--- config.mk ---
export PLATFORM = sky130hd
export DESIGN_NAME = tiv_leg_master_flat
export DESIGN_NICKNAME = d
export VERILOG_FILES = /design/src/core/tiv_pkg.sv /design/src/core/tiv_io_bus_if.sv /design/src/core/tiv_leg_master.sv /design/src/flat_wrapper.sv
export SDC_FILE = /design/constraint.sdc
export NUM_CORES = 1
export LEC_CHECK = 0
export ABC_AREA = 1
export BUFFER_PORTS_ARGS = -buffer_cell sky130_fd_sc_hd__buf_4
export CAP_MARGIN = 30
export CORE_MARGIN = 4
export CORE_UTILIZATION = 62
export DETAILED_ROUTE_END_ITERATION = 16
export PLACE_DENSITY_LB_ADDON = 0.3
export SLEW_MARGIN = 20
export SYNTH_ARGS = -nofsm -noshare
export SYNTH_HDL_FRONTEND = slang
export SYNTH_SLANG_ARGS = --single-unit
--- constraint.sdc ---
create_clock -name clk_sys -period 7.8 [get_ports clk_sys]
set_clock_uncertainty 0.15 [all_clocks]
set_input_delay 0.78 -clock clk_sys [delete_from_list [all_inputs] [get_ports clk_sys]]
set_output_delay 0.78 -clock clk_sys [all_outputs]
set_load 0.02 [all_outputs]
--- src/core/tiv_pkg.sv ---
// Constants, types and helper functions for the TMR input vote and I/O exchange
// Functional notes
// - Leg polls the one module leg on its own bus, refreshes input table
// - Master-slave I/O bus, leg is master
// - Write frames and read answers carry a checked CRC
// - Input exchange retried three times, then de-energized
// - Open, shorted or corrupt bus de-energizes entries
// - Scan start snapshot sent to both peers
// - Each leg votes its own table independently
// - Bad or missing peer copy becomes de-energized
// - Digital point energized only on two-of-three
// - Anything short of positive vote means de-energized
// - Analog point takes median of three legs
// - Large analog spread raises diagnostic alarm
// - Outputs computed from voted table into output table
// - Output table sent per module over bus
// - Module leg de-energizes after failed output retries
// - Module watchdog de-energizes on lost or absent traffic
// - Legs aligned once per scan by sync
// - Chassis alarm for config, module, load, cable faults
// - Persistent leg disagreement raises diagnostic alarm
package tiv_pkg;

    // =====================================================================
    // Widths
    localparam int DIG_W      = 8;
    localparam int AN_W       = 8;
    localparam int WORD_W     = 16;
    localparam int CRC_W      = 8;
    localparam int ADDR_W     = 2;
    localparam int ALARM_W    = 6;
    localparam int WDOG_CNT_W = 14;

    // =====================================================================
    // Bus addresses, codes and values
    localparam logic [CRC_W-1:0]  CRC_POLY    = 8'h07;
    localparam logic [ADDR_W-1:0] ADDR_IN     = 2'h0;
    localparam logic [ADDR_W-1:0] ADDR_OUT    = 2'h1;
    localparam logic [2:0]        MAX_RETRY   = 3'h3;
    localparam logic [2:0]        FAIL_LIMIT  = 3'h4;
    localparam logic [WORD_W-1:0] DEENERGIZED = 16'h0000;
    localparam logic [AN_W-1:0]   AN_DEV_LIMIT  = 8'h10;
    localparam logic [3:0]        PERSIST_SCANS = 4'h4;

    // =====================================================================
    // Synchroniser bit positions
    localparam int SYN_SCAN = 0;
    localparam int SYN_PA   = 1;
    localparam int SYN_PB   = 2;
    localparam int SYN_ALM  = 3;
    localparam int SYN_W    = SYN_ALM + ALARM_W;

    // =====================================================================
    // Timing
    localparam int CLK_PERIOD_NS   = 10;
    localparam int RESP_TIMEOUT_NS = 2000;
    localparam logic [7:0] RESP_TIMEOUT_CYC = 8'(RESP_TIMEOUT_NS / CLK_PERIOD_NS);
    localparam int PEER_TIMEOUT_NS = 20000;
    localparam logic [10:0] PEER_TIMEOUT_CYC = 11'(PEER_TIMEOUT_NS / CLK_PERIOD_NS);
    localparam int WDOG_TIMEOUT_US = 100;
    localparam int WDOG_DEFAULT_CYC = WDOG_TIMEOUT_US * 1000 / CLK_PERIOD_NS;

    // =====================================================================
    // Master sequencer states
    typedef enum logic [2:0] {
        ST_POLL,
        ST_RESP,
        ST_SNAP,
        ST_PEER,
        ST_VOTE,
        ST_SEND
    } tiv_state_t;

    // =====================================================================
    // Frame check over one data word
    function automatic logic [CRC_W-1:0] crc8(input logic [WORD_W-1:0] data);
        logic [CRC_W-1:0] crc;
        crc = 8'h00;
        for (int i = WORD_W - 1; i >= 0; i--)
        begin
            if (crc[CRC_W-1] ^ data[i])
                crc = (crc << 1) ^ CRC_POLY;
            else
                crc = crc << 1;
        end
        return crc;
    endfunction

endpackage

--- src/core/tiv_io_bus_if.sv ---
// Interface for the master-slave I/O bus between a leg and module legs
`timescale 1ns/100ps
`default_nettype none
interface tiv_io_bus_if;

    // =====================================================================
    // Request and answer
    logic                           req;
    logic                           wr;
    logic [tiv_pkg::ADDR_W-1:0]     addr;
    logic [tiv_pkg::WORD_W-1:0]     wdata;
    logic [tiv_pkg::CRC_W-1:0]      wcrc;
    logic                           ack;
    logic [tiv_pkg::WORD_W-1:0]     rdata;
    logic [tiv_pkg::CRC_W-1:0]      rcrc;

    modport master (
        output req,
        output wr,
        output addr,
        output wdata,
        output wcrc,
        input  ack,
        input  rdata,
        input  rcrc
    );

    modport slave (
        input  req,
        input  wr,
        input  addr,
        input  wdata,
        input  wcrc,
        output ack,
        output rdata,
        output rcrc
    );

endinterface
`default_nettype wire

--- src/core/tiv_leg_master.sv ---
// Main processor leg: I/O bus master, snapshot exchange and input voting
`timescale 1ns/100ps
`default_nettype none
module tiv_leg_master (
    // Clock and reset
    input  wire logic                       clk_sys,
    input  wire logic                       reset_n,
    // I/O bus
    tiv_io_bus_if.master                    bus,
    // Scan synchronization
    input  wire logic                       scan_sync,
    // Peer snapshots
    input  wire logic                       peer_a_tog,
    input  wire logic [tiv_pkg::WORD_W-1:0] peer_a_data,
    input  wire logic [tiv_pkg::CRC_W-1:0]  peer_a_crc,
    input  wire logic                       peer_b_tog,
    input  wire logic [tiv_pkg::WORD_W-1:0] peer_b_data,
    input  wire logic [tiv_pkg::CRC_W-1:0]  peer_b_crc,
    // Own snapshot
    output logic                            snap_tog,
    output logic [tiv_pkg::WORD_W-1:0]      snap_data,
    output logic [tiv_pkg::CRC_W-1:0]       snap_crc,
    // Alarm sources
    input  wire logic [tiv_pkg::ALARM_W-1:0] alarm_src,
    // Voted results and status
    output logic [tiv_pkg::DIG_W-1:0]       voted_dig,
    output logic [tiv_pkg::AN_W-1:0]        voted_an,
    output logic [tiv_pkg::WORD_W-1:0]      out_table,
    output logic                            analog_alarm,
    output logic                            disagree_alarm,
    output logic                            chassis_alarm,
    output logic                            in_fail,
    output logic                            out_fail,
    output logic [1:0]                      peer_fail
);

    // =====================================================================
    // Pin synchronisers
    logic [tiv_pkg::SYN_W-1:0]  sync1;
    logic [tiv_pkg::SYN_W-1:0]  sync2;
    logic [tiv_pkg::SYN_W-1:0]  sync3;
    logic [tiv_pkg::SYN_W-1:0]  clean;
    logic [tiv_pkg::SYN_W-1:0]  clean_d;
    logic [tiv_pkg::SYN_W-1:0]  async_in;
    logic [tiv_pkg::SYN_W-1:0]  change;
    logic                       scan_edge;

    assign async_in  = {alarm_src, peer_b_tog, peer_a_tog, scan_sync};
    assign change    = clean ^ clean_d;
    assign scan_edge = clean[tiv_pkg::SYN_SCAN] && !clean_d[tiv_pkg::SYN_SCAN];

    always_ff @(posedge clk_sys or negedge reset_n)
    begin
        if (!reset_n)
        begin
            sync1   <= '0;
            sync2   <= '0;
            sync3   <= '0;
            clean   <= '0;
            clean_d <= '0;
        end
        else
        begin
            sync1   <= async_in;
            sync2   <= sync1;
            sync3   <= sync2;
            clean   <= (sync2 & ~(sync2 ^ sync3)) | (clean & (sync2 ^ sync3));
            clean_d <= clean;
        end
    end

    // =====================================================================
    // Vote arithmetic
    function automatic logic [tiv_pkg::AN_W-1:0] med3(
        input logic [tiv_pkg::AN_W-1:0] a,
        input logic [tiv_pkg::AN_W-1:0] b,
        input logic [tiv_pkg::AN_W-1:0] c
    );
        logic [tiv_pkg::AN_W-1:0] lo;
        logic [tiv_pkg::AN_W-1:0] hi;
        lo = (a < b) ? a : b;
        hi = (a < b) ? b : a;
        if (c < lo)
            return lo;
        else if (c > hi)
            return hi;
        else
            return c;
    endfunction

    logic [tiv_pkg::WORD_W-1:0] leg_own;
    logic [tiv_pkg::WORD_W-1:0] leg_a;
    logic [tiv_pkg::WORD_W-1:0] leg_b;
    logic [tiv_pkg::DIG_W-1:0]  dig_o;
    logic [tiv_pkg::DIG_W-1:0]  dig_a;
    logic [tiv_pkg::DIG_W-1:0]  dig_b;
    logic [tiv_pkg::AN_W-1:0]   an_o;
    logic [tiv_pkg::AN_W-1:0]   an_a;
    logic [tiv_pkg::AN_W-1:0]   an_b;
    logic [tiv_pkg::AN_W-1:0]   an_max;
    logic [tiv_pkg::AN_W-1:0]   an_min;
    logic [tiv_pkg::DIG_W-1:0]  next_dig;
    logic [tiv_pkg::AN_W-1:0]   next_an;
    logic                       dig_mismatch;

    assign dig_o = leg_own[tiv_pkg::DIG_W-1:0];
    assign dig_a = leg_a[tiv_pkg::DIG_W-1:0];
    assign dig_b = leg_b[tiv_pkg::DIG_W-1:0];
    assign an_o  = leg_own[tiv_pkg::WORD_W-1:tiv_pkg::DIG_W];
    assign an_a  = leg_a[tiv_pkg::WORD_W-1:tiv_pkg::DIG_W];
    assign an_b  = leg_b[tiv_pkg::WORD_W-1:tiv_pkg::DIG_W];
    assign next_dig = (dig_o & dig_a) | (dig_o & dig_b) | (dig_a & dig_b);
    assign next_an  = med3(an_o, an_a, an_b);
    assign an_max = (an_o > an_a) ? ((an_o > an_b) ? an_o : an_b) : ((an_a > an_b) ? an_a : an_b);
    assign an_min = (an_o < an_a) ? ((an_o < an_b) ? an_o : an_b) : ((an_a < an_b) ? an_a : an_b);
    assign dig_mismatch = (dig_o != dig_a) || (dig_o != dig_b);

    // =====================================================================
    // Scan request latch
    tiv_pkg::tiv_state_t    state;
    logic                   scan_pend;

    always_ff @(posedge clk_sys or negedge reset_n)
    begin
        if (!reset_n)
            scan_pend <= 1'b0;
        else if (scan_edge)
            scan_pend <= 1'b1;
        else if (state == tiv_pkg::ST_SNAP)
            scan_pend <= 1'b0;
    end

    // =====================================================================
    // Peer arrival flags
    logic   pend_a;
    logic   pend_b;
    logic   got_a;
    logic   got_b;

    always_ff @(posedge clk_sys or negedge reset_n)
    begin
        if (!reset_n)
        begin
            pend_a <= 1'b0;
            pend_b <= 1'b0;
        end
        else
        begin
            if (change[tiv_pkg::SYN_PA])
                pend_a <= 1'b1;
            else if (state == tiv_pkg::ST_PEER && !got_a)
                pend_a <= 1'b0;
            if (change[tiv_pkg::SYN_PB])
                pend_b <= 1'b1;
            else if (state == tiv_pkg::ST_PEER && !got_b)
                pend_b <= 1'b0;
        end
    end

    // =====================================================================
    // Sequencer: polling, snapshot, peer exchange, vote, output send
    logic [2:0]     tries;
    logic [7:0]     tmo;
    logic [10:0]    peer_cnt;
    logic [tiv_pkg::WORD_W-1:0] in_table;
    logic           rsp_ok;
    logic           rsp_bad;

    assign rsp_ok  = bus.ack && (bus.wr || bus.rcrc == tiv_pkg::crc8(bus.rdata));
    assign rsp_bad = (bus.ack && !rsp_ok) || (tmo == tiv_pkg::RESP_TIMEOUT_CYC);

    always_ff @(posedge clk_sys or negedge reset_n)
    begin
        if (!reset_n)
        begin
            state     <= tiv_pkg::ST_POLL;
            bus.req   <= 1'b0;
            bus.wr    <= 1'b0;
            bus.addr  <= tiv_pkg::ADDR_IN;
            bus.wdata <= tiv_pkg::DEENERGIZED;
            bus.wcrc  <= 8'h00;
            tries     <= 3'h0;
            tmo       <= 8'h00;
            peer_cnt  <= 11'h000;
            in_table  <= tiv_pkg::DEENERGIZED;
            leg_own   <= tiv_pkg::DEENERGIZED;
            leg_a     <= tiv_pkg::DEENERGIZED;
            leg_b     <= tiv_pkg::DEENERGIZED;
            got_a     <= 1'b0;
            got_b     <= 1'b0;
            snap_tog  <= 1'b0;
            snap_data <= tiv_pkg::DEENERGIZED;
            snap_crc  <= 8'h00;
            voted_dig <= 8'h00;
            voted_an  <= 8'h00;
            out_table <= tiv_pkg::DEENERGIZED;
            analog_alarm <= 1'b0;
            in_fail   <= 1'b0;
            out_fail  <= 1'b0;
            peer_fail <= 2'h0;
        end
        else
        begin
            bus.req <= 1'b0;
            case (state)
                tiv_pkg::ST_POLL:
                begin
                    bus.req   <= 1'b1;
                    bus.wr    <= 1'b0;
                    bus.addr  <= tiv_pkg::ADDR_IN;
                    bus.wdata <= tiv_pkg::DEENERGIZED;
                    bus.wcrc  <= tiv_pkg::crc8(tiv_pkg::DEENERGIZED);
                    tmo       <= 8'h00;
                    state     <= tiv_pkg::ST_RESP;
                end
                tiv_pkg::ST_SEND:
                begin
                    bus.req   <= 1'b1;
                    bus.wr    <= 1'b1;
                    bus.addr  <= tiv_pkg::ADDR_OUT;
                    bus.wdata <= out_table;
                    bus.wcrc  <= tiv_pkg::crc8(out_table);
                    tmo       <= 8'h00;
                    state     <= tiv_pkg::ST_RESP;
                end
                tiv_pkg::ST_RESP:
                begin
                    tmo <= tmo + 8'h01;
                    if (rsp_ok || (rsp_bad && tries >= tiv_pkg::MAX_RETRY))
                    begin
                        tries <= 3'h0;
                        if (bus.wr)
                        begin
                            out_fail <= !rsp_ok;
                            state    <= tiv_pkg::ST_POLL;
                        end
                        else
                        begin
                            in_table <= rsp_ok ? bus.rdata : tiv_pkg::DEENERGIZED;
                            in_fail  <= !rsp_ok;
                            state    <= scan_pend ? tiv_pkg::ST_SNAP : tiv_pkg::ST_POLL;
                        end
                    end
                    else if (rsp_bad)
                    begin
                        tries <= tries + 3'h1;
                        state <= bus.wr ? tiv_pkg::ST_SEND : tiv_pkg::ST_POLL;
                    end
                end
                tiv_pkg::ST_SNAP:
                begin
                    leg_own   <= in_table;
                    snap_data <= in_table;
                    snap_crc  <= tiv_pkg::crc8(in_table);
                    snap_tog  <= !snap_tog;
                    got_a     <= 1'b0;
                    got_b     <= 1'b0;
                    peer_cnt  <= 11'h000;
                    state     <= tiv_pkg::ST_PEER;
                end
                tiv_pkg::ST_PEER:
                begin
                    peer_cnt <= peer_cnt + 11'h001;
                    if (pend_a && !got_a)
                    begin
                        got_a        <= 1'b1;
                        peer_fail[0] <= peer_a_crc != tiv_pkg::crc8(peer_a_data);
                        leg_a <= (peer_a_crc == tiv_pkg::crc8(peer_a_data)) ?
                                 peer_a_data : tiv_pkg::DEENERGIZED;
                    end
                    if (pend_b && !got_b)
                    begin
                        got_b        <= 1'b1;
                        peer_fail[1] <= peer_b_crc != tiv_pkg::crc8(peer_b_data);
                        leg_b <= (peer_b_crc == tiv_pkg::crc8(peer_b_data)) ?
                                 peer_b_data : tiv_pkg::DEENERGIZED;
                    end
                    if (got_a && got_b)
                        state <= tiv_pkg::ST_VOTE;
                    else if (peer_cnt == tiv_pkg::PEER_TIMEOUT_CYC)
                    begin
                        if (!got_a)
                        begin
                            leg_a        <= tiv_pkg::DEENERGIZED;
                            peer_fail[0] <= 1'b1;
                        end
                        if (!got_b)
                        begin
                            leg_b        <= tiv_pkg::DEENERGIZED;
                            peer_fail[1] <= 1'b1;
                        end
                        state <= tiv_pkg::ST_VOTE;
                    end
                end
                tiv_pkg::ST_VOTE:
                begin
                    voted_dig    <= next_dig;
                    voted_an     <= next_an;
                    out_table    <= {next_an, next_dig};
                    analog_alarm <= (an_max - an_min) > tiv_pkg::AN_DEV_LIMIT;
                    tries        <= 3'h0;
                    state        <= tiv_pkg::ST_SEND;
                end
                default:
                    state <= tiv_pkg::ST_POLL;
            endcase
        end
    end

    // =====================================================================
    // Persistent disagreement
    logic [3:0] persist;

    always_ff @(posedge clk_sys or negedge reset_n)
    begin
        if (!reset_n)
        begin
            persist        <= 4'h0;
            disagree_alarm <= 1'b0;
        end
        else if (state == tiv_pkg::ST_VOTE)
        begin
            if (!dig_mismatch)
            begin
                persist        <= 4'h0;
                disagree_alarm <= 1'b0;
            end
            else if (persist + 4'h1 >= tiv_pkg::PERSIST_SCANS)
            begin
                persist        <= tiv_pkg::PERSIST_SCANS;
                disagree_alarm <= 1'b1;
            end
            else
                persist <= persist + 4'h1;
        end
    end

    // =====================================================================
    // Chassis alarm
    always_ff @(posedge clk_sys or negedge reset_n)
    begin
        if (!reset_n)
            chassis_alarm <= 1'b0;
        else
            chassis_alarm <= (|clean[tiv_pkg::SYN_ALM +: tiv_pkg::ALARM_W]) || in_fail
                             || out_fail || (|peer_fail) || disagree_alarm;
    end

endmodule
`default_nettype wire

--- src/flat_wrapper.sv ---
// flat-port wrapper written by rule: the top's interface ports become plain ports
module tiv_leg_master_flat 
  (clk_sys, reset_n, scan_sync, peer_a_tog, peer_a_data, peer_a_crc, peer_b_tog, peer_b_data, peer_b_crc, snap_tog, snap_data, snap_crc, alarm_src, voted_dig, voted_an, out_table, analog_alarm, disagree_alarm, chassis_alarm, in_fail, out_fail, peer_fail, bus_req, bus_wr, bus_addr, bus_wdata, bus_wcrc, bus_ack, bus_rdata, bus_rcrc);
  tiv_io_bus_if bus_i ();
  input  wire logic clk_sys;
  input  wire logic reset_n;
  input  wire logic scan_sync;
  input  wire logic peer_a_tog;
  input  wire logic [tiv_pkg::WORD_W-1:0] peer_a_data;
  input  wire logic [tiv_pkg::CRC_W-1:0] peer_a_crc;
  input  wire logic peer_b_tog;
  input  wire logic [tiv_pkg::WORD_W-1:0] peer_b_data;
  input  wire logic [tiv_pkg::CRC_W-1:0] peer_b_crc;
  output logic snap_tog;
  output logic [tiv_pkg::WORD_W-1:0] snap_data;
  output logic [tiv_pkg::CRC_W-1:0] snap_crc;
  input  wire logic [tiv_pkg::ALARM_W-1:0] alarm_src;
  output logic [tiv_pkg::DIG_W-1:0] voted_dig;
  output logic [tiv_pkg::AN_W-1:0] voted_an;
  output logic [tiv_pkg::WORD_W-1:0] out_table;
  output logic analog_alarm;
  output logic disagree_alarm;
  output logic chassis_alarm;
  output logic in_fail;
  output logic out_fail;
  output logic [1:0] peer_fail;
  output wire logic [$bits(bus_i.req)-1:0] bus_req;
  output wire logic [$bits(bus_i.wr)-1:0] bus_wr;
  output wire logic [$bits(bus_i.addr)-1:0] bus_addr;
  output wire logic [$bits(bus_i.wdata)-1:0] bus_wdata;
  output wire logic [$bits(bus_i.wcrc)-1:0] bus_wcrc;
  input wire logic [$bits(bus_i.ack)-1:0] bus_ack;
  input wire logic [$bits(bus_i.rdata)-1:0] bus_rdata;
  input wire logic [$bits(bus_i.rcrc)-1:0] bus_rcrc;
  assign bus_req = bus_i.req;
  assign bus_wr = bus_i.wr;
  assign bus_addr = bus_i.addr;
  assign bus_wdata = bus_i.wdata;
  assign bus_wcrc = bus_i.wcrc;
  assign bus_i.ack = bus_ack;
  assign bus_i.rdata = bus_rdata;
  assign bus_i.rcrc = bus_rcrc;
  tiv_leg_master u_core (.clk_sys(clk_sys), .reset_n(reset_n), .bus(bus_i), .scan_sync(scan_sync), .peer_a_tog(peer_a_tog), .peer_a_data(peer_a_data), .peer_a_crc(peer_a_crc), .peer_b_tog(peer_b_tog), .peer_b_data(peer_b_data), .peer_b_crc(peer_b_crc), .snap_tog(snap_tog), .snap_data(snap_data), .snap_crc(snap_crc), .alarm_src(alarm_src), .voted_dig(voted_dig), .voted_an(voted_an), .out_table(out_table), .analog_alarm(analog_alarm), .disagree_alarm(disagree_alarm), .chassis_alarm(chassis_alarm), .in_fail(in_fail), .out_fail(out_fail), .peer_fail(peer_fail));
endmodule
# Word-level counts from Yosys, hierarchy flattened
# Cells that the tools add are included.
# Widths: inputs -> output; s select.
dict set report totals {
  regBits 213
  latchBits 0
  ram_bits 0
  mem_bits_ro 0
  input_bits 84
  out_inout_bits 92
  elab_cells 505
  memories 0
}
dict set report classes {
  add_sub_neg 5
  multipliers 0
  div 0
  order_cmp 11
  n_eq_ne 19
  shifts 0
  n_mux 233
  n_bitwise 162
  reduce_logical 40
}
# op n
set op_table {}
lappend op_table {{$mux 8} 104}
lappend op_table {{$mux 3} 88}
lappend op_table {{$not 3->3} 75}
lappend op_table {{$mux 16} 11}
lappend op_table {{$xor 1x1->1} 70}
lappend op_table {{$gt 8x8->1} 4}
lappend op_table {{$lt 8x8->1} 4}
lappend op_table {{$ne 8x8->1} 4}
lappend op_table {{$pmux 16 s2} 1}
lappend op_table {{$pmux 8 s2} 2}
lappend op_table {{$and 8x8->8} 3}
lappend op_table {{$eq 8x8->1} 3}
lappend op_table {{$pmux 11 s2} 1}
lappend op_table {{$and 9x9->9} 2}
lappend op_table {{$or 8x8->8} 2}
lappend op_table {{$mux 1} 15}
lappend op_table {{$pmux 3 s5} 1}
lappend op_table {{$reduce_bool 2->1} 7}
lappend op_table {{$add 11x1->11 const B} 1}
lappend op_table {{$eq 11x11->1 const B} 1}
lappend op_table {{$reduce_and 2->1} 5}
lappend op_table {{$logic_and 1x1->1} 9}
lappend op_table {{$not 9->9} 1}
lappend op_table {{$or 9x9->9} 1}
lappend op_table {{other kinds (29)} 55}

# Logic depth before layout (Yosys ltp)
dict set report logic_depth {
  ltp_word 70
  mapped_depth 28
  depth_no_buf 27
}

# Worst setup path after synthesis
# No wires, ideal clock.
dict set report synth_path {
  kind {flip-flop to flip-flop}
  from {register, netlist name u_core.snap_data[9]}
  to {register u_core.analog_alarm}
  setup_time_ns 0.119
  t_arrival_ns 3.710
  required_ns 7.531
  path_slack_ns 3.821
  stages_incl_launch_ff 25
  n_path_buf 3
  synth_period_minus_slack_ns 3.979
  cell_sequence {dfrtp_1 > ha_1 > inv_1 > nor2_1 > nor2_1 > o21ai_0 > nand2_1 > nand2_1 > clkbuf_1 > clkbuf_1 > clkbuf_1 > o21ai_0 > a21oi_1 > nor2_1 > ha_1 > a21oi_1 > o21ai_0 > a21oi_1 > nor2_1 > nor2_1 > o211ai_1 > a221oi_1 > nand2_1 > o22ai_1 > inv_1}
}
# item line_no
set synth_lines {}
lappend synth_lines {{to (signal assigned)} tiv_leg_master.sv:300} ;# analog_alarm <= (an_max - an_min) > tiv_pkg::AN_DEV_LIMIT;
lappend synth_lines {{to (decl)} tiv_leg_master.sv:29} ;# output logic analog_alarm,

# Worst setup path after layout
dict set report layout_path {
  from {register u_core.leg_a[11] (netlist bit)}
  to {register u_core.analog_alarm}
}
dict set report layout_between {
  elab_chain_len 5
  elab_cells_between_ends 10
  classes_between {add/sub: 1; order compare: 5; mux: 4}
}
# item line_no
set layout_rtl {}
lappend layout_rtl {{from (decl)} tiv_leg_master.sv:92} ;# logic [tiv_pkg::WORD_W-1:0] leg_a;
lappend layout_rtl {{from (signal assigned)} tiv_leg_master.sv:187} ;# leg_a <= tiv_pkg::DEENERGIZED;
lappend layout_rtl {{from (signal assigned)} tiv_leg_master.sv:268} ;# leg_a <= (peer_a_crc == tiv_pkg::crc8(peer_a_data)) ?
lappend layout_rtl {{from (signal assigned)} tiv_leg_master.sv:284} ;# leg_a <= tiv_pkg::DEENERGIZED;
lappend layout_rtl {{$gt 8x8->1 or $lt 8x8->1 (tied branches)} {tiv_leg_master.sv:114, tiv_leg_master.sv:115}}
lappend layout_rtl {{$mux 8, on equally long branches (2 in series)} {tiv_leg_master.sv:114, tiv_leg_master.sv:115}}
lappend layout_rtl {{$sub 8x8->8 *} tiv_leg_master.sv:300}
lappend layout_rtl {{$gt 8x5->1 *} tiv_leg_master.sv:300}
# Every way passes the cells marked *; elsewhere a longest branch is shown, timed or not.
# A chain may end at the register's enable or synchronous reset.

==> results.txt <==
- Routed via count divided by cell count: between 5 and 6
* Setup Total Neg Slack: 0 ps
- The max-slew violation count is 0.
- The wire-length estimate of the detail-placed layout is 25700 µm.
- Data required time of the worst path: around 8000 ps
- The count of nets left with antenna violations once routing finished came out at 0.
* Number of optimization iterations in the first detailed-route pass: 5
- For this run, the leading register cell type out of synthesis is dfrtp_1.
* DRC violation count after routing: 0
* Clock transition time at the flip-flop clock pins of the worst setup and hold paths: about 80 ps
- By startpoint and endpoint, the worst setup path is classified as register to register.
- Site row count: 52
- Number of buffers created by CTS: 17
- Post_cts resized: 0
- Hold buffers post-CTS: 0
- Final Setup Violations: 0
- The tree built by TritonCTS fans out to just under 200 sinks.
* Worst slew slack as a fraction of its limit: between 30% and 40%
- Count of yosys warnings during synthesis: 0
* Number of global-route vias before repair: about 11000
- EDFF count, synth: 0
- The endpoint identified for the worst register-to-register timing path is u_core.analog_alarm$_DFFE_PN0P_.
* Hold Path Class: primary input to async pin
- The library cells used most frequently in the layout, excluding fill and tap cells, are nand2_1 (515), dfrtp_1 (195), buf_4 (182), inv_1 (175), o21ai_0 (121).
- STA classifies the critical path endpoint as a register.
- Multiplexer cells account for less than 1% of the synthesized area.
- Number of cells produced by synthesis: around 1700
- Antenna diode count: 0
* Drt initial violations: between 700 and 800
- Share of synthesized flip-flops with an asynchronous set or reset: 100%
- DR WL met2: between 15000 and 20000 µm
- The startpoint identified for the worst register-to-register timing path is u_core.leg_a[11]$_DFFE_PN0P_.
- The clock reaches the later pin of the worst-skew pair after 440 ps.
- Dividing the final minimum period by the clock period gives about 66%.
* Effective utilization at floorplan: a little over three fifths
- Hold Vio Cnt, Final: 0
- Leaving out fill and tap cells, the most frequent cell in the layout is nand2_1.
* Maximum level of the CTS H-tree: 4
* Uppermost routed layer: met4
- Summed over all layers, the routed wires come to 34900 µm.
* Wire length of the first global-routing pass: 55300 µm
* Number of maximum-capacitance violations: 0
- The clock passes through at most 2 buffers.
* Synth Area in XOR/XNOR: 10.4%
- In the final routing, the length of wire on met1 measures ~15000 µm.
- Via Count: approximately 12000
- RSZ-0062 raised after global routing: false
- CTS placed an instance of clkbuf_16 at the clock tree root.
* Share of final-layout standard cells stronger than drive strength 1: a little over an eighth
- The area growth from synthesis to layout is 16.7%.
* R2R setup slack: 2690 ps
* Endpoint arrival time on the critical path: 5300 ps
* Area of the die: roughly 23000 µm²
- Post-DR wirelength/cell: 16.5 µm
* Die width: about 150 µm
- Total met3 wirelength after detailed routing: 2250 µm
- The number of nets in the synthesized netlist is about 1800.
- Along the worst path, the maximum fanout reaches 29.
- Maximum clock rate: just under 200 MHz
- The number of antenna violations at the first check in global routing is 0.
- For this run, the total global-route usage over all layers was measured as 30.5%.
- Nets: 1981
- Compound-gate portion of the synthesized area: ~9.6%
- Routability congestion estimate from global placement: approximately 0.95
* Number of distinct library cells after synthesis: 47
- The synthesized netlist occupies a cell area of about 13000 µm².
* Kind of start point of the critical path: register
- Quantity of I/O buffers inserted on ports: approximately 170
- Of the synthesized area, sequential elements account for a little under 40%.
- In this run the worst setup path begins at u_core.leg_a[11]$_DFFE_PN0P_.
- Status: finished clean
* Area inside the core boundary: just over 20000 µm²
- Of the total synthesized cell area, the portion taken by full adders, half adders and majority gates is approximately 7.7%.
- Combinational family with the most area after synthesis: simple AND/OR/NAND/NOR gates
* TritonCTS clock tree: yes
* Height of the die: between 150 and 200 µm
* Avg Synthesized Cell Area: about 7.5 µm²
- Entering global routing, the biggest net connects between 100 and 150 pins.
- At the pin with the least slew margin, the transition time is ~940 ps.
* Area share of and/or/nand/nor cells after synthesis: approximately a quarter
- After layout, the minimum clock period comes to around 5100 ps.
- around 180 I/O pins were placed.
- Post-CTS Setup Inserts: 0
- Total global routing overflow: 0
- Counting flops and latches in the post-synthesis netlist gives 195.
- Measured in cells, the most critical reg-to-reg path has a length of 23.
[cells in the mapped netlist (2+ instances only)]
library cell,n,area share (%)
clkinv_1,3,0.089
dfrtp_1,195,38
xor2_2,2,0.26
nand2_2,11,0.54
xnor2_2,2,0.26
o31ai_1,2,0.12
buf_4,20,1.2
a211oi_1,10,0.59
o21ai_0,121,4.8
inv_1,175,5.2
nand3_1,99,3.9
a32oi_1,2,0.14
nand4_1,14,0.69
a22oi_1,2,0.12
mux2i_1,3,0.24
dlygate4sd3_1,3,0.24
maj3_1,9,0.71
clkbuf_1,35,1.0
nor4_1,9,0.44
xor2_1,78,5.4
o211ai_1,3,0.18
a31oi_1,9,0.44
buf_2,3,0.12
nand2_1,515,15
or2_2,2,0.099
xnor2_1,65,4.5
nor2_1,116,3.4
a21oi_1,63,2.5
nor3_1,8,0.32
o22ai_1,4,0.20
o21ai_1,11,0.43
buf_6,2,0.18
nand3b_1,6,0.35
ha_1,69,6.8
[sequential cells by signal, summed over array words and instances (netlist names), 3 cells and up, named ones only]
register	count
u_core.bus.wdata	16
u_core.in_table	16
u_core.leg_a	16
u_core.leg_b	16
u_core.snap_data	16
u_core.out_table	15
u_core.peer_cnt	11
u_core.sync1	9
u_core.sync2	9
u_core.sync3	9
u_core.bus.wcrc	8
u_core.snap_crc	8
u_core.tmo	8
u_core.persist	4
u_core.clean_d	3
u_core.state	3
u_core.tries	3
[worst max-delay path, cell delays in order (launching register included)]
cell,delay [ps]
dfrtp_1,450
inv_1,120
ha_1,310
nand2_1,110
o21ai_0,180
nand2_1,70
nand2_1,510
buf_4,390
o31ai_1,190
inv_1,290
o21ai_0,140
a21oi_1,140
a21oi_1,60
ha_1,350
a21oi_1,170
o21ai_0,180
a21oi_1,200
inv_1,70
a21oi_1,190
nand2_1,100
a221oi_1,360
nand2_1,110
o22ai_1,110
inv_1,50
[per-layer routing]
metal	track usage, %	vias up
li1	-	5656
met1	39.5	5534
met2	50.4	403
met3	6.01	85
met4	12.2	0
met5	0	-
[how the worst max path moves through the flow]
stage,end,cells past startpoint
after floorplan,u_core.analog_alarm$_DFFE_PN0P_,24
after global placement,u_core.analog_alarm$_DFFE_PN0P_,22
after detailed placement,u_core.analog_alarm$_DFFE_PN0P_,25
after CTS,u_core.analog_alarm$_DFFE_PN0P_,25
after global routing,u_core.analog_alarm$_DFFE_PN0P_,25
final,u_core.analog_alarm$_DFFE_PN0P_,23
[cells by family after synthesis]
logic type / after synthesis
buffers and inverters: 245
other: 1
xor gates and xnor gates: 147
DFF: 195
adders and majority gates: 79
and+or+nand+nor: 785
muxes: 3
AOI/OAI and AO/OA: 229
[cell type report]
type                            count  area [µm²]
Clock buffer                       18         439
Timing Repair Buffer              190        1500
Sequential cell                   195        4880
Multi-Input combinational cell   1244        6770
Tap cell                          270         338
Fill cell                        1577        5360
Clock inverter                     14         215
Inverter                          179         672
[through the flow]
stage	worst slack [ps]	cells	hold slack [ps]	instance area [µm²]	utilization (%)
after detailed placement	2910	2073	185	14100	69.8
after global routing	2190	2110	77.4	14800	73.4
after global placement	3090	2070	182	14000	69.5
after floorplan	3820	1684	181	12700	-
final	2690	2110	65.5	14800	73.4
after CTS	2840	2105	202	14700	73.0
Power is not shown: default switching activity piles up to over one toggle a cycle in this logic, so the estimate is an artifact.
